[src/ifam_pkg.sv]
package ifam_pkg;

    localparam int          ADDR_W          = 20;
    localparam int          IPL_W           = 3;
    localparam int          SP_W            = 16;
    localparam int          DATA_W          = 16;
    localparam int          VEC_W           = 8;
    localparam int          NUM_BANKS       = 2;
    localparam int          REGS_PER_BANK   = 7;
    localparam int          REG_IDX_W       = 3;

    localparam logic [19:0] SPACE_LO        = 20'h00000;
    localparam logic [19:0] SPACE_HI        = 20'hfffff;
    localparam logic [19:0] PCR_LO          = 20'h00000;
    localparam logic [19:0] PCR_HI          = 20'h002ff;
    localparam logic [19:0] RAM_LO          = 20'h00400;
    localparam logic [19:0] RAM_SIZE        = 20'h00400;
    localparam logic [19:0] DFLASH_LO       = 20'h02400;
    localparam logic [19:0] DFLASH_HI       = 20'h02bff;
    localparam logic [19:0] ROM_HI          = 20'h0ffff;
    localparam logic [19:0] ROM_SIZE        = 20'h04000;
    localparam logic [19:0] VEC_LO          = 20'h0ffdc;
    localparam logic [19:0] VEC_HI          = 20'h0ffff;

    localparam logic [7:0]  SWI_SEL_MAX     = 8'h1f;
    localparam logic        IEN_RST         = 1'h0;
    localparam logic        SSEL_RST        = 1'h0;
    localparam logic [2:0]  IPL_RST         = 3'h0;
    localparam logic [15:0] SP_RST          = 16'h0000;
    localparam logic [15:0] REG_RST         = 16'h0000;
    localparam logic        SSEL_ISP        = 1'h0;
    localparam logic        SSEL_USP        = 1'h1;

    typedef enum logic [2:0]
    {
        REGION_NONE,
        REGION_PCR,
        REGION_RAM,
        REGION_DFLASH,
        REGION_ROM,
        REGION_VEC
    } ifam_region_t;

    typedef struct packed
    {
        logic        ien;
        logic        ssel;
        logic [2:0]  cpu_priority_level;
    } ifam_flags_t;

    typedef struct packed
    {
        logic        valid;
        logic [2:0]  prio;
    } ifam_irq_t;

    typedef struct packed
    {
        logic        valid;
        logic [19:0] addr;
    } ifam_bus_t;

endpackage

[src/ifam_core.sv]
// Function
// maskable interrupts are blocked at enable 0 and allowed at 1.
// acknowledging an interrupt clears the enable flag to 0.
// stack select 0 picks the interrupt stack pointer, 1 the user one.
// stack select clears on hardware interrupts and software ones 0 to 31.
// the priority level is three bits holding 0 to 7.
// a request is taken only if its priority is strictly above the level.
// reserved flag bits read undefined and software writes them as 0.
// the decoder spans one megabyte, addresses 00000h to FFFFFh.
// program memory ends at 0FFFFh, so 16 kilobytes start at 0C000h.
// 0FFDCh to 0FFFFh holds the vector table read on interrupt entry.
// data flash decodes at 02400h to 02BFFh.
// internal RAM starts at 00400h, so one kilobyte ends at 007FFh.
// 00000h to 002FFh goes to the peripheral control region.
// software must not touch unassigned peripheral control locations.
// a low level on the reset input resets the whole block.
// 16 registers exist, in two banks of seven plus the two stack pointers.
// interrupt and call stack data go to RAM at the selected pointer; the code pushes interrupt entries at the interrupt stack pointer.
`timescale 1ns/100ps
`default_nettype none

module ifam_core
    import ifam_pkg::*;
(
    input  wire logic              i_clk,
    input  wire logic              i_nrst,
    input  wire ifam_irq_t         i_irq,
    input  wire logic              i_swi,
    input  wire logic [VEC_W-1:0]  i_swi_num,
    input  wire logic              i_flags_wr,
    input  wire ifam_flags_t       i_flags_wdata,
    input  wire logic              i_bank_sel,
    input  wire logic              i_reg_wr,
    input  wire logic [2:0]        i_reg_idx,
    input  wire logic [15:0]       i_reg_wdata,
    input  wire logic              i_sp_wr,
    input  wire logic [15:0]       i_sp_wdata,
    input  wire logic              i_push,
    input  wire ifam_bus_t         i_bus,
    output logic                   o_irq_ack,
    output logic                   o_vec_fetch,
    output ifam_flags_t            o_flags,
    output logic [15:0]            o_interrupt_stack_pointer,
    output logic [15:0]            o_user_stack_pointer,
    output logic [15:0]            o_stack_addr,
    output logic                   o_stack_wr,
    output logic [15:0]            o_reg_rdata,
    output ifam_region_t           o_region,
    output logic                   o_pcr_sel,
    output logic                   o_ram_sel,
    output logic                   o_dflash_sel,
    output logic                   o_rom_sel,
    output logic                   o_vec_sel,
    output logic                   o_unmapped
);

    logic        ien_q;
    logic        ssel_q;
    logic [2:0]  cpu_priority_level_q;
    logic [15:0] interrupt_stack_pointer_q;
    logic [15:0] user_stack_pointer_q;
    logic [15:0] bank_q [NUM_BANKS][REGS_PER_BANK];
    logic        irq_take;
    logic        swi_low;
    logic [15:0] sel_sp;

    function automatic ifam_region_t decode(input logic [19:0] a);
        if (a <= PCR_HI)
            decode = REGION_PCR;
        else if (a >= RAM_LO && a < RAM_LO + RAM_SIZE)
            decode = REGION_RAM;
        else if (a >= DFLASH_LO && a <= DFLASH_HI)
            decode = REGION_DFLASH;
        else if (a >= VEC_LO && a <= VEC_HI)
            decode = REGION_VEC;
        else if (a > ROM_HI - ROM_SIZE && a <= ROM_HI)
            decode = REGION_ROM;
        else
            decode = REGION_NONE;
    endfunction

    // request accepted only when enabled and strictly above level
    assign irq_take = i_irq.valid && ien_q
                      && (i_irq.prio > cpu_priority_level_q);
    assign swi_low  = i_swi && (i_swi_num <= SWI_SEL_MAX);
    assign sel_sp   = (ssel_q == SSEL_ISP) ? interrupt_stack_pointer_q
                                           : user_stack_pointer_q;

    // enable flag; acknowledge wins over a software write
    always_ff @(posedge i_clk or negedge i_nrst)
    begin
        if (!i_nrst)
            ien_q <= IEN_RST;
        else if (irq_take)
            ien_q <= 1'b0;
        else if (i_flags_wr)
            ien_q <= i_flags_wdata.ien;
    end

    always_ff @(posedge i_clk or negedge i_nrst)
    begin
        if (!i_nrst)
            ssel_q <= SSEL_RST;
        else if (irq_take || swi_low)
            ssel_q <= SSEL_ISP;
        else if (i_flags_wr)
            ssel_q <= i_flags_wdata.ssel;
    end

    always_ff @(posedge i_clk or negedge i_nrst)
    begin
        if (!i_nrst)
            cpu_priority_level_q <= IPL_RST;
        else if (irq_take)
            cpu_priority_level_q <= i_irq.prio;
        else if (i_flags_wr)
            cpu_priority_level_q <= i_flags_wdata.cpu_priority_level;
    end

    // selected stack pointer writes and pushes; interrupt entry lowers the interrupt stack pointer unless a stack pointer write in the same cycle wins
    always_ff @(posedge i_clk or negedge i_nrst)
    begin
        if (!i_nrst)
        begin
            interrupt_stack_pointer_q <= SP_RST;
            user_stack_pointer_q      <= SP_RST;
        end
        else if (i_sp_wr)
        begin
            if (ssel_q == SSEL_ISP)
                interrupt_stack_pointer_q <= i_sp_wdata;
            else
                user_stack_pointer_q <= i_sp_wdata;
        end
        else if (irq_take || i_push)
        begin
            if (irq_take || ssel_q == SSEL_ISP)
                interrupt_stack_pointer_q <= interrupt_stack_pointer_q
                                             - 16'h0002;
            else
                user_stack_pointer_q <= user_stack_pointer_q - 16'h0002;
        end
    end

    // push address into ram at the selected pointer, or at the interrupt stack pointer on interrupt entry
    always_ff @(posedge i_clk or negedge i_nrst)
    begin
        if (!i_nrst)
        begin
            o_stack_addr <= SP_RST;
            o_stack_wr   <= 1'b0;
        end
        else
        begin
            o_stack_wr   <= irq_take || i_push;
            o_stack_addr <= (irq_take ? interrupt_stack_pointer_q : sel_sp)
                            - 16'h0002;
        end
    end

    // two banks of seven registers plus two stack pointers make 16 regs
    genvar gb;
    genvar gr;
    generate
        for (gb = 0; gb < NUM_BANKS; gb++)
        begin : g_bank
            for (gr = 0; gr < REGS_PER_BANK; gr++)
            begin : g_reg
                always_ff @(posedge i_clk or negedge i_nrst)
                begin
                    if (!i_nrst)
                        bank_q[gb][gr] <= REG_RST;
                    else if (i_reg_wr && i_bank_sel == 1'(gb)
                             && i_reg_idx == 3'(gr))
                        bank_q[gb][gr] <= i_reg_wdata;
                end
            end
        end
    endgenerate

    always_ff @(posedge i_clk or negedge i_nrst)
    begin
        if (!i_nrst)
            o_reg_rdata <= REG_RST;
        else if (i_reg_idx < 3'(REGS_PER_BANK))
            o_reg_rdata <= bank_q[i_bank_sel][i_reg_idx];
        else
            o_reg_rdata <= REG_RST;
    end

    always_ff @(posedge i_clk or negedge i_nrst)
    begin
        if (!i_nrst)
        begin
            o_irq_ack   <= 1'b0;
            o_vec_fetch <= 1'b0;
        end
        else
        begin
            o_irq_ack   <= irq_take;
            o_vec_fetch <= irq_take;
        end
    end

    // flags mirror; reserved bits are not carried
    always_ff @(posedge i_clk or negedge i_nrst)
    begin
        if (!i_nrst)
        begin
            o_flags                   <= '0;
            o_interrupt_stack_pointer <= SP_RST;
            o_user_stack_pointer      <= SP_RST;
        end
        else
        begin
            o_flags.ien               <= irq_take   ? 1'b0 :
                                         i_flags_wr ? i_flags_wdata.ien :
                                                      ien_q;
            o_flags.ssel              <= ssel_q;
            o_flags.cpu_priority_level               <= cpu_priority_level_q;
            o_interrupt_stack_pointer <= interrupt_stack_pointer_q;
            o_user_stack_pointer      <= user_stack_pointer_q;
        end
    end

    // registered address decode
    always_ff @(posedge i_clk or negedge i_nrst)
    begin
        if (!i_nrst)
        begin
            o_region     <= REGION_NONE;
            o_pcr_sel    <= 1'b0;
            o_ram_sel    <= 1'b0;
            o_dflash_sel <= 1'b0;
            o_rom_sel    <= 1'b0;
            o_vec_sel    <= 1'b0;
            o_unmapped   <= 1'b0;
        end
        else
        begin
            o_region     <= i_bus.valid ? decode(i_bus.addr) : REGION_NONE;
            o_pcr_sel    <= i_bus.valid && decode(i_bus.addr) == REGION_PCR;
            o_ram_sel    <= i_bus.valid && decode(i_bus.addr) == REGION_RAM;
            o_dflash_sel <= i_bus.valid && decode(i_bus.addr) == REGION_DFLASH;
            o_rom_sel    <= i_bus.valid && (decode(i_bus.addr) == REGION_ROM
                            || decode(i_bus.addr) == REGION_VEC);
            o_vec_sel    <= i_bus.valid && decode(i_bus.addr) == REGION_VEC;
            o_unmapped   <= i_bus.valid && decode(i_bus.addr) == REGION_NONE;
        end
    end
endmodule // ifam_core

`default_nettype wire

[config.mk]
export PLATFORM = sky130hd
export DESIGN_NAME = ifam_core
export DESIGN_NICKNAME = d
export VERILOG_FILES = /design/src/ifam_pkg.sv /design/src/ifam_core.sv
export SDC_FILE = /design/constraint.sdc
export NUM_CORES = 1
export LEC_CHECK = 0
export BUFFER_PORTS_ARGS = -buffer_cell sky130_fd_sc_hd__clkbuf_2
export CAP_MARGIN = 20
export CORE_MARGIN = 2
export CORE_UTILIZATION = 46
export CTS_BUF_LIST = sky130_fd_sc_hd__clkbuf_8
export DETAILED_ROUTE_END_ITERATION = 8
export GPL_TIMING_DRIVEN = 0
export PLACE_DENSITY = 0.69
export SYNTH_ARGS = -nofsm -noshare
export SYNTH_HDL_FRONTEND = slang
export SYNTH_SLANG_ARGS = --single-unit
[constraint.sdc]
create_clock -name i_clk -period 5.27 [get_ports i_clk]
set_input_delay 1.054 -clock i_clk [delete_from_list [all_inputs] [get_ports i_clk]]
set_output_delay 1.054 -clock i_clk [all_outputs]
set_load 0.005 [all_outputs]
Word level (Yosys, flattened, before mapping) --
Cells that the tools add are included.
Storage, ports and cells: register bits 340, bits of input ports 81, output and inout port bits 81, word-level logic and storage cells 138
Cells by class: add/sub/neg operators 3, order comparisons 13, equal/unequal tests 14, muxes and demuxes 29, bitwise gates (word level) 4, reduce and logical (&&, ||, !) cells 41
Operators by type and width (count):
- $mux W112 | 3
- $mux W16 | 13
- $bmux W16 S3 | 1
- $sub A16 B2 Y16 const B | 3
- $logic_and A1 B1 Y1 | 29
- $mux W3 | 8
- $ge A20 B11 Y1 const B | 1
- $ge A20 B14 Y1 const B | 1
- $ge A20 B16 Y1 const B | 1
- $gt A20 B16 Y1 const B | 1
- $le A20 B10 Y1 const B | 1
- $le A20 B14 Y1 const B | 1
- $le A20 B16 Y1 const B | 1
- $lt A20 B12 Y1 const B | 1
- $eq A3 B3 Y1 const B | 5
- $eq A3 B2 Y1 const B | 4
- $le A8 B5 Y1 const B | 1
- $reduce_bool A2 Y1 | 4
- $eq A3 B1 Y1 const B | 2
- $logic_not A3 Y1 | 2
- $reduce_and A3 Y1 | 2
- $ge A4 B4 Y1 const B | 1
- $logic_or A1 B1 Y1 | 4
- $mux W1 | 4
- other kinds (8) | 10

Longest topological paths before layout --
Gate-level depths: netlist of run 1.
depth in word-level cells 10, mapped depth 13

Worst setup path before layout of run 1 --
Ideal clock, no wire load.
path kind in2reg, start point input port i_irq[1] (netlist bit), end point register o_stack_addr[9], data arrival time 3.589 ns, data required time 5.133 ns, setup slack 1.544 ns, stages on the path 11, buffers on the path 1, path through ha_1 > nor2b_1 > o311ai_1 > o21ai_2 > clkbuf_1 > a21oi_1 > ha_1 > nand3b_1 > nor4_1 > xnor2_1 > mux2i_1
On the way: cells in the longest elaborated chain, start to end 4
RTL lines:
- from (decl) | RTL line ifam_core.sv:27 | input wire ifam_irq_t i_irq,
- $gt A3 B3 Y1 | RTL line ifam_core.sv:84 | && (i_irq.prio > cpu_priority_level_q);
- $logic_and A1 B1 Y1 | RTL line ifam_core.sv:84
- $mux W16 | RTL line ifam_core.sv:156 | o_stack_addr <= (irq_take ? interrupt_stack_pointer_q : sel_sp)
- $sub A16 B2 Y16 | RTL line ifam_core.sv:157 | - 16'h0002;
- to (signal assigned) | RTL line ifam_core.sv:156
- to (decl) | RTL line ifam_core.sv:45 | output logic [15:0] o_stack_addr,
No other way between the ends. A chain may end at the register's enable or synchronous reset.

Final worst setup path of run 1 --
Ends and elaborated chain as after synthesis.

==> metrics, run 1 <==
drt initial violations=650; die width=187 um; number of synthesis warnings=0; share of the synthesized area in the top cell type=55.3%; worst-path cell chain=clkbuf_2, ha_1, nor2b_1, o311ai_1, o21ai_2, clkbuf_1, nor2_1, a21oi_1, ha_1, nand3b_1, nor4_1, xnor2_1, mux2i_1; fin crit period=approximately 4.3 ns; Worst Reg2Reg Path Length in Cells=13; commonest cells in the netlist=dfrtp_1, mux2_2, mux2_1; CP max FO=10; Vias=10,300; detailed placer's ending HPWL=25,900 um; critical path's top delay family=simple AND/OR/NAND/NOR gates; worst hold path stage count=0; IO Count=162; Final Setup Violations=0; worst skew pair latency=about 0.61 ns; top post-synthesis cells by area=dfrtp_1, mux2_2, mux4_2, mux2_1, mux2i_1; Reg-to-Reg Start=cpu_priority_level_q[1]; combinational share of power=roughly a quarter; Routed Antenna Nets=0; critical path data arrival time=4.75 ns; Synth Flop Type=dfrtp_1; first drt pass iteration count=5; final hold viol count=0; Post-Layout Cell Count=1,845; first-pass GRT wire length=59,100 um; Avg WL per Cell=19.7 um; sequential cell fraction of total power=between 40 and 50%; PortBufs=roughly 150; Seq/Total Area, Yosys=55.3%; die area=approximately 35,000 um2; syn_nets=between 1,000 and 1,500; total grt overflow=0; Hold WC Path Type=reg2reg; total track usage=between 20% and 30%; status=completed; Finished Cell Area=about 18,000 um2; placed inst area=16,800 um2; WP depth=13; worst slew pin tran=0.873 ns; vias per inst=5.57; largest net degree at the start of global routing=92; total wire length=between 30,000 and 40,000 um; Reg-to-Reg End=o_stack_addr[9]; routability cong.=approximately 0.89; Max-Cap Viols=0; Layout area overhead=16.1%; Die Y=187 um; Initial Util=47.0%; CP startpoint kind=input port; switching part of the total=30.7%; Netlist Area Pre-Place=15,400 um2; clk slew on worst S/H paths=about 0.06 ns; Lkg Pwr=between 8 and 9 nW; reg2reg setup slack=between 1 and 1.5 ns; CP Buf/Inv Count=2; Mean Syn Cell Area=13.3 um2; peak supply drop=0.307 mV; max frequency=approximately 230 MHz; Synth area leader=dfrtp_1; final cycle utilization of the critical path=82.3%; most frequent cell after synthesis=dfrtp_1; Synth async-reset ratio=100%; slowest stage cell, crit path=clkbuf_1; Max H-tree Level=2; layout cells sized above 1=around a third; final worst slack=0.935 ns; Min Hold Slack=0.366 ns; Synth Instances=around 1,200; Num CTS Buffers=between 50 and 60; CTS tree=done; slowest stage delay, CP=0.63 ns; Worst setup EP type=flop; core area=32,800 um2; Clock power frac=28.0%; CTS Buffer Depth=3; Final Max Slew Viols=0; fillers=2,810; Seq cells post-synth=340; Worst slew margin=41.8%; Post-CTS Setup Inserts=0; root buffer cell=clkbuf_8; Hold Path Origin=interrupt_stack_pointer_q[11]; CTS hold repair buffers=0; Clock Skews=approximately 0.034 ns; Worst EP required=5.68 ns; RSZ-0062 raised after global routing=false; post-synth cell types=63; sw power=between 2 and 2.5 mW; CP most frequent cell=ha_1; std cell rows=66; Hold EP=o_interrupt_stack_pointer[11]; Setup TNS Final=0 ns; Ant. Diodes=0; Resized cells post-CTS=0; vias in the first global route=10,700; DP Worst Slack=~0.37 ns; DRC Markers=0; Nets=1,451; crit path kind=in2reg; internal power=5.47 mW; antenna violations before repair=0; placed cells=about 1,700; number of synthesized flops with an enable pin=0; Clock Sinks=340; pwr/cell area=441 nW/um2
==> cell usage in the layout, fill, tap and decap left out, types with 5 or more instances in the layout <==
master     synthesis  final
nand3_1            5      5
clkbuf_2           0    148
clkbuf_8           0     71
nor4_1            10     10
mux2_1            67     67
dfrtp_1          340    340
xnor2_1           16     16
a31oi_1            5      5
mux2_2           161    161
buf_1              6      6
o21a_1             6      6
buf_2             24     24
nand2_1           44     44
inv_1             34     56
a21oi_1           32     32
nand3b_1           5      5
o21ai_0           39     39
and3_1             5      5
o2bb2ai_1          9      9
a22oi_1            6      6
nor3_1            13     13
mux4_2            48     48
nor2_1            48     48
o22ai_1           24     24
ha_1               6      6
o21ai_1            7      7
xor2_1             7      7
clkbuf_1          59     59
mux2i_1           45     45
nand2b_1           8      8
o211ai_1           6      6
or3_1              5      5
==> per-stage QoR <==
step	util [%]	total power, mW
finish	54.5	7.88
global route	54.5	8.34
CTS	54.5	7.95
detailed placement	51.2	5.70
global placement	50.9	5.62
floorplan	-	4.93
==> layout make-up <==
| class | count | area (um2) | share of cell area [%] |
|---|---|---|---|
| buffer | 94 | 409 | 2.29 |
| inverter | 34 | 128 | 0.714 |
| timing repair buffer | 152 | 837 | 4.68 |
| tap | 442 | 553 | 3.09 |
| multi-input combinational | 686 | 6350 | 35.5 |
| clock buffer | 70 | 963 | 5.39 |
| sequential | 340 | 8510 | 47.6 |
| clock inverter | 27 | 119 | 0.665 |
==> flip-flops by register name, summed over array words and instances (netlist names), 5 cells and up <==
name,flops
o_stack_addr,16
o_user_stack_pointer,16
bank_q,224
o_flags,5
o_reg_rdata,16
user_stack_pointer_q,16
interrupt_stack_pointer_q,16
o_interrupt_stack_pointer,16
==> cells by family (layout without fill, tap and decap cells) <==
group | after synthesis | count (layout) | share of synthesized area [%]
multiplexers | 321 | 321 | 26.6
AND/OR/NAND/NOR | 171 | 171 | 5.99
AO/OA/AOI/OAI | 165 | 165 | 6.85
buffers and inverters | 128 | 377 | 3.49
adder cells (fa/ha/maj) | 6 | 6 | 0.488
XOR/XNOR | 23 | 23 | 1.31
flip-flops | 340 | 340 | 55.3
==> per-layer routing <==
| metal | global-route usage, % | vias to the layer above | wire length, um |
|---|---|---|---|
| met5 | 0 | - | 0 |
| li1 | - | 4629 | - |
| met4 | 6.29 | 0 | 812 |
| met1 | 28.8 | 5214 | 15800 |
| met2 | 34.7 | 357 | 17400 |
| met3 | 3.98 | 69 | 2320 |
==> worst reg2reg max path, stage by stage, from the launching register on <==
cell      delay [ns]
dfrtp_1         0.37
inv_1           0.05
ha_1            0.30
nor2b_1         0.19
o311ai_1        0.21
o21ai_2         0.58
clkbuf_1        0.63
nor2_1          0.09
a21oi_1         0.18
ha_1            0.39
nand3b_1        0.39
nor4_1          0.35
xnor2_1         0.16
mux2i_1         0.12
==> how the worst max path moves through the flow <==
stage | start | end | slack (ns)
6_report | i_irq[1] | o_stack_addr[9] | 0.93
3_5_place_dp | i_irq[1] | o_stack_addr[9] | 0.37
3_3_place_gp | i_nrst | interrupt_stack_pointer_q[13] | -4.18
2_1_floorplan | i_irq[1] | o_stack_addr[9] | 1.54
5_1_grt | i_irq[1] | o_stack_addr[9] | 0.67
4_1_cts | i_irq[1] | o_stack_addr[9] | 0.97
==> power by group through the flow <==
stage | clock [mW] | combinational [mW] | sequential [mW]
floorplan | 0 | 1.27 | 3.66
global placement | 0 | 1.87 | 3.75
detailed placement | 0 | 1.93 | 3.77
CTS | 2.27 | 1.94 | 3.74
global route | 2.39 | 2.11 | 3.83
finish | 2.21 | 1.93 | 3.74
Note: power is estimated with default switching activity, not from simulation.
==> run 2: changes to the inputs <==
--- a/config.mk
+++ b/config.mk
@@ -12,7 +12,7 @@
 export CTS_BUF_LIST = sky130_fd_sc_hd__clkbuf_8
 export DETAILED_ROUTE_END_ITERATION = 8
 export GPL_TIMING_DRIVEN = 0
-export PLACE_DENSITY = 0.69
+export PLACE_DENSITY = 0.71
 export SYNTH_ARGS = -nofsm -noshare
 export SYNTH_HDL_FRONTEND = slang
 export SYNTH_SLANG_ARGS = --single-unit
==> constraint.sdc (replaced) <==
create_clock -name i_clk -period 3.7 [get_ports i_clk]
set_input_delay 0.74 -clock i_clk [delete_from_list [all_inputs] [get_ports i_clk]]
set_output_delay 0.74 -clock i_clk [all_outputs]
set_load 0.005 [all_outputs]
==> run 2 against run 1 <==
  * Sequential share of layout area down 0.38 points
  * Utilization increased by 0.44 points
  * Clock skew shrank 0.0065 ns
  * Via count grew 0.18%
  * Power rose by 45%
  * Wire length rose by 0.20%
  * Die area stayed put
  * Sequential power rose by 43%
  * Critical endpoint is now o_stack_addr[15]
  * Largest power group unchanged
==> metrics, run 2 (same netlist as run 1, synthesis figures left out) <==
core area=32,800 um2 (unchanged); die area=35,000 um2 (unchanged); layout cells sized above 1=35.0% (+0.82 points); Ant. Diodes=0 (unchanged); M3 GR Usage=3.90% (-0.075 points); final cycle utilization of the critical path=92.3%; Final Power=11.4 mW (+45%); RSZ-0062 raised after global routing=false; std cell rows=66 (unchanged); max reg flops=224 (unchanged); die width=187 um (unchanged); Final Setup Violations=0 (unchanged); Largest Register=bank_q; total wire length=36,400 um (+0.20%); met1 GRT Util=28.3% (-0.57 points); vias in the first global route=10,800 (+1.0%); CTS Buffer Depth=3 (unchanged); placed inst area=16,800 um2 (unchanged); Routed Antenna Nets=0 (unchanged); placed cells=1,748 (unchanged); largest net degree at the start of global routing=117 (+27%); worst skew pair latency=0.60 ns (about the same); Reg-to-Reg End=o_stack_addr[15]; pwr/cell area=634 nW/um2 (+44%); Finished Cell Area=18,000 um2 (+0.81%); critical path data arrival time=3.86 ns (-0.89 ns); Worst EP required=4.14 ns (-1.54 ns); Worst slew margin=38.6% (-3.2 points); Max-Cap Viols=0 (unchanged); Lkg Pwr=8.15 nW (+0.66%); antenna violations before repair=0 (unchanged); Hold WC Path Type=in2async; DRC Markers=0 (unchanged); crit path to=o_stack_addr[15]; CP startpoint kind=flop; reg2reg setup slack=0.28 ns (-0.79 ns); GRT met2 Usage=35.4% (+0.69 points); peak supply drop=0.467 mV (+52%); crit path kind=reg2reg; GRT Max-Usage Layer=met2; IO Count=162 (unchanged); Nets=1,455 (+0.28%); critical path startpoint=cpu_priority_level_q[1]; Reg-to-Reg Start=cpu_priority_level_q[1]; routability cong.=0.894 (about the same); CP max FO=10 (unchanged); Avg WL per Cell=19.7 um (-0.18%); clk slew on worst S/H paths=0.06 ns (about the same); Num CTS Buffers=56 (unchanged); final hold viol count=0 (unchanged); total track usage=21.2% (+0.070 points); Post-Layout Cell Count=1,852 (+0.38%); fin crit period=3.42 ns; Die Y=187 um (unchanged); total grt overflow=0 (unchanged); max frequency=slightly below 300 MHz; status=completed; Final Max Slew Viols=0 (unchanged); worst slew pin tran=0.921 ns (+0.0484 ns); first-pass GRT wire length=59,400 um (+0.56%); root buffer cell=clkbuf_8; most common cell after layout, fill and taps aside=dfrtp_1; Max H-tree Level=2 (unchanged); detailed placer's ending HPWL=25,500 um (-1.6%); CTS hold repair buffers=0 (unchanged); Worst Reg2Reg Path Length in Cells=12 (-1); vias per inst=5.55 (-0.20%); Vias=10,300 (+0.18%); PortBufs=149 (unchanged); drt initial violations=848 (+30%); CTS tree=done; Initial Util=47.0% (unchanged); first drt pass iteration count=5 (unchanged); most frequent cells in the layout=dfrtp_1, mux2_2, clkbuf_2; Worst setup EP type=flop; Layout area overhead=17.0%; Clock Skews=0.0277 ns (-0.00646 ns); Clock Sinks=340 (unchanged)
run 2: cell count changes in the layout (fill, tap and decap cells not counted), moves of 2 or more:
cell / previous run / this run
buf_4: 3 / 7
inv_8: 0 / 2
nor4_1: 10 / 8
inv_1: 56 / 54
nor4_2: 2 / 4
inv_6: 3 / 0
clkbuf_8: 71 / 74
clkinv_2: 2 / 4
run 2: cell type report:
class	instances	area (um2)
sequential	340	8510
fill	2782	14800
tap	442	553
timing repair buffer	156	867
clock buffer	73	1000
clock inverter	27	148
multi-input combinational	686	6390
inverter	34	128
buffer	94	413
run 2: what timing repair did:
action | CTS | global route
pin swaps | 0 | 1
endpoints found under the setup margin | 5 | 5
endpoints found under the hold margin | 0 | 0
buffers inserted | 1 | 3
resized for setup | 3 | 6
run 2: worst max-delay path, stage by stage, from the launching register on:
cell	delay (ns)
dfrtp_1	0.37
inv_1	0.06
ha_1	0.30
nor2b_1	0.18
o311ai_4	0.35
o21ai_4	0.16
clkbuf_1	0.34
a21oi_1	0.35
ha_2	0.32
nand2_1	0.24
nor4_2	0.35
xnor2_1	0.15
mux2i_1	0.10
run 2: layer usage:
layer | wire length (um) | vias to the layer above | part of all wire (%)
met1 | 15600 | 5210 | 43
met5 | 0 | - | 0
met2 | 17600 | 351 | 48
met4 | 982 | 0 | 2.7
met3 | 2240 | 98 | 6.1
li1 | - | 4628 | -
run 2: how the worst min path moves through the flow:
stage	to	slack, ns
final	bank_q[10]	0.14
after CTS	bank_q[10]	0.12
after global placement	o_interrupt_stack_pointer[7]	0.36
after floorplan	o_flags[3]	0.35
after detailed placement	o_flags[3]	0.36
after global routing	bank_q[8]	0.15
run 2: per-stage QoR:
| stage | worst slack (ns) | hold WS (ns) | utilization, % | TNS (ns) |
|---|---|---|---|---|
| floorplan | 0.288 | 0.352 | - | 0 |
| finish | 0.283 | 0.145 | 54.9 | 0 |
| global route | 0.0311 | 0.148 | 54.9 | 0 |
| global placement | -5.40 | 0.359 | 50.9 | -1831.15 |
| CTS | 0.0151 | 0.125 | 54.8 | 0 |
| detailed placement | -0.862 | 0.361 | 51.2 | -4.10 |
run 2: where the power goes:
part / switching [mW] / internal [mW]
clock: 1.49 / 1.83
sequential: 0.606 / 4.73
combinational: 1.38 / 1.39
==> run 3: changes to the inputs <==
--- a/config.mk
+++ b/config.mk
@@ -9,7 +9,7 @@
 export CAP_MARGIN = 20
 export CORE_MARGIN = 2
 export CORE_UTILIZATION = 46
-export CTS_BUF_LIST = sky130_fd_sc_hd__clkbuf_8
+export CTS_BUF_LIST = sky130_fd_sc_hd__clkbuf_8 sky130_fd_sc_hd__clkbuf_16
 export DETAILED_ROUTE_END_ITERATION = 8
 export GPL_TIMING_DRIVEN = 0
 export PLACE_DENSITY = 0.71
==> run 3 against run 2 <==
  * Via count is 0.87% lower
  * Die area did not move
  * Setup slack improved by 0.024 ns
  * Global-route usage rose by 0.14 points
  * Critical endpoint unchanged
  * Highest routed layer unchanged
  * Largest cell class unchanged
  * Count of clock-buffer cells in the layout down 25
  * First-iteration DRC count increased by 3.4%
  * Utilization increased by 0.17 points
  * Clock power grew 9.0%
  * Power rose by 2.7%
  * Fmax grew 0.70%
  * Critical path depth grew 1
  * Non-clock buffer count unchanged
==> metrics, run 3 (same netlist as run 1, synthesis figures left out) <==
status=completed; CTS Buffer Depth=3 (unchanged); Hold WC Path Type=in2async; Ant. Diodes=0 (unchanged); worst-path cell chain=inv_1, ha_1, nor2b_1, o311ai_4, o21ai_4, clkbuf_4, nor2_1, a21oi_1, ha_2, nand2_1, nor4_2, xnor2_1, mux2i_1; Routed Antenna Nets=0 (unchanged); fin crit period=3.39 ns (-0.0239 ns); CP startpoint kind=flop; Num CTS Buffers=37 (-34%); Worst Reg2Reg Path Length in Cells=13 (+1); Worst setup EP type=flop; final cycle utilization of the critical path=91.7% (-0.65 points); Layout area overhead=17.3%; sw power=3.46 mW (-0.48%); largest net degree at the start of global routing=117 (unchanged); critical path data arrival time=3.79 ns (-0.07 ns); vias in the first global route=10,700 (-1.0%); Avg WL per Cell=20.1 um (+2.1%); vias per inst=5.61 (+1.0%); Setup TNS Final=0 ns (unchanged); Min Hold Slack=0.216 ns (+0.0712 ns); DRC Markers=0 (unchanged); internal power=8.27 mW (+4.1%); Largest Register=bank_q; Worst EP required=4.10 ns (-0.04 ns); register area=8510 um2 (unchanged); first-pass GRT wire length=59,800 um (+0.63%); combinational share of power=23.7% (-0.6 points); total grt overflow=0 (unchanged); final hold viol count=0 (unchanged); std cell rows=66 (unchanged); Nets=1,436 (-1.3%); max frequency=295 MHz (+0.70%); slowest stage delay, CP=0.37 ns (about the same); die width=187 um (unchanged); Clock power frac=30.9% (+1.8 points); Vias=10,200 (-0.87%); worst slew pin tran=0.893 ns (-0.0284 ns); most common cell after layout, fill and taps aside=dfrtp_1; reg2reg setup slack=0.31 ns (+0.02 ns); CTS tree=done; root buffer cell=clkbuf_16; clk slew on worst S/H paths=0.06 ns (about the same); antenna violations before repair=0 (unchanged); CTS hold repair buffers=0 (unchanged); routability cong.=0.894 (unchanged); Reg-to-Reg End=o_stack_addr[15]; Initial Util=47.0% (unchanged); final core utilization=55.1% (+0.17 points); peak supply drop=0.420 mV (-10%); PortBufs=149 (unchanged); CP max FO=10 (unchanged); total track usage=21.4% (+0.14 points); drt initial violations=877 (+3.4%); Worst slew margin=40.5% (+1.9 points); first drt pass iteration count=7 (+2); max reg flops=224 (unchanged); Max-Cap Viols=0 (unchanged); sequential cell fraction of total power=45.5% (-1.2 points); core area=32,800 um2 (unchanged); slowest stage cell, crit path=dfrtp_1; crit path kind=reg2reg; fillers=2,743 (-1.4%); pwr/cell area=649 nW/um2 (+2.4%); detailed placer's ending HPWL=25,500 um (unchanged); layout cells sized above 1=34.3% (-0.71 points); Lkg Pwr=8.11 nW (-0.49%); Die Y=187 um (unchanged); total wire length=36,500 um (+0.15%); area taken by multi-input logic gates=6390 um2 (unchanged); Clock Sinks=340 (unchanged); switching part of the total=29.5% (-0.93 points); most frequent cells in the layout=dfrtp_1, mux2_2, clkbuf_2; RSZ-0062 raised after global routing=false; Final Max Slew Viols=0 (unchanged); Clock Skews=0.0187 ns (-0.00906 ns); die area=35,000 um2 (unchanged); IO Count=162 (unchanged); Final Setup Violations=0 (unchanged); Reg-to-Reg Start=cpu_priority_level_q[1]; Max H-tree Level=2 (unchanged); worst skew pair latency=0.52 ns (-0.08 ns)
-- run 3: cell types whose count changed in the layout (fill, tap and decap cells not counted), sizes merged --
cell      delta
clkinvlp     +1
clkinv       +2
clkbuf      -25
inv         -13
-- run 3: worst max-delay path by stage --
stage / start / endpoint / slack (ns) / cells past startpoint
floorplan: i_irq[1] / o_stack_addr[9] / 0.29 / 11
global placement: i_nrst / o_interrupt_stack_pointer[14] / -5.40 / 1
detailed placement: i_irq[1] / o_stack_addr[9] / -0.86 / 13
CTS: cpu_priority_level_q[1] / o_stack_addr[15] / 0.08 / 12
global route: cpu_priority_level_q[1] / o_stack_addr[15] / 0.06 / 13
finish: cpu_priority_level_q[1] / o_stack_addr[15] / 0.31 / 13
-- run 3: per-stage QoR --
step	cell area (um2)	total power, mW	setup slack, ns	cells
floorplan	15400	7.03	0.288	1154
global placement	16700	8.00	-5.40	1745
detailed placement	16800	8.11	-0.862	1748
CTS	18000	11.8	0.0802	1814
global route	18100	12.4	0.0553	1817
finish	18100	11.7	0.307	1817
-- run 3: metal layers --
metal  up-vias  part of all wire [%]  global-route usage (%)
li1       4572                     -                       -
met2       352                    48                    35.4
met5         -                     0                       0
met1      5191                    43                    28.7
met4         0                   2.9                    6.56
met3        83                   6.1                    3.88
-- run 3: worst max-delay path: cells and delay by family (launching register included) --
| family | cells | cell delay, ns |
|---|---|---|
| and+or+nand+nor | 4 | 0.93 |
| AOI/OAI and AO/OA | 3 | 0.71 |
| adders and majority gates | 2 | 0.63 |
| buffers and inverters | 2 | 0.39 |
| DFF | 1 | 0.37 |
| xor gates and xnor gates | 1 | 0.15 |
| muxes | 1 | 0.09 |
-- run 3: final cells by class --
cell class | count | area share, %
Buffer | 94 | 2.29
Clock buffer | 48 | 6.09
Clock inverter | 17 | 0.589
Inverter | 34 | 0.706
Multi-Input combinational cell | 686 | 35.4
Sequential cell | 340 | 47.1
Tap cell | 442 | 3.06
Timing Repair Buffer | 156 | 4.80
-- run 3: what timing repair did --
item	in CTS	in global routing
pin swaps	0	1
buffers inserted	1	3
gates resized for setup	3	8
setup endpoints to repair	5	5
-- run 3: power by group through the flow --
stage | Clock, mW | Sequential, mW | Combinational, mW
after global routing | 3.88 | 5.45 | 3.06
after CTS | 3.69 | 5.34 | 2.77
after global placement | 0 | 5.35 | 2.66
after detailed placement | 0 | 5.38 | 2.73
final | 3.62 | 5.33 | 2.77
after floorplan | 0 | 5.22 | 1.81
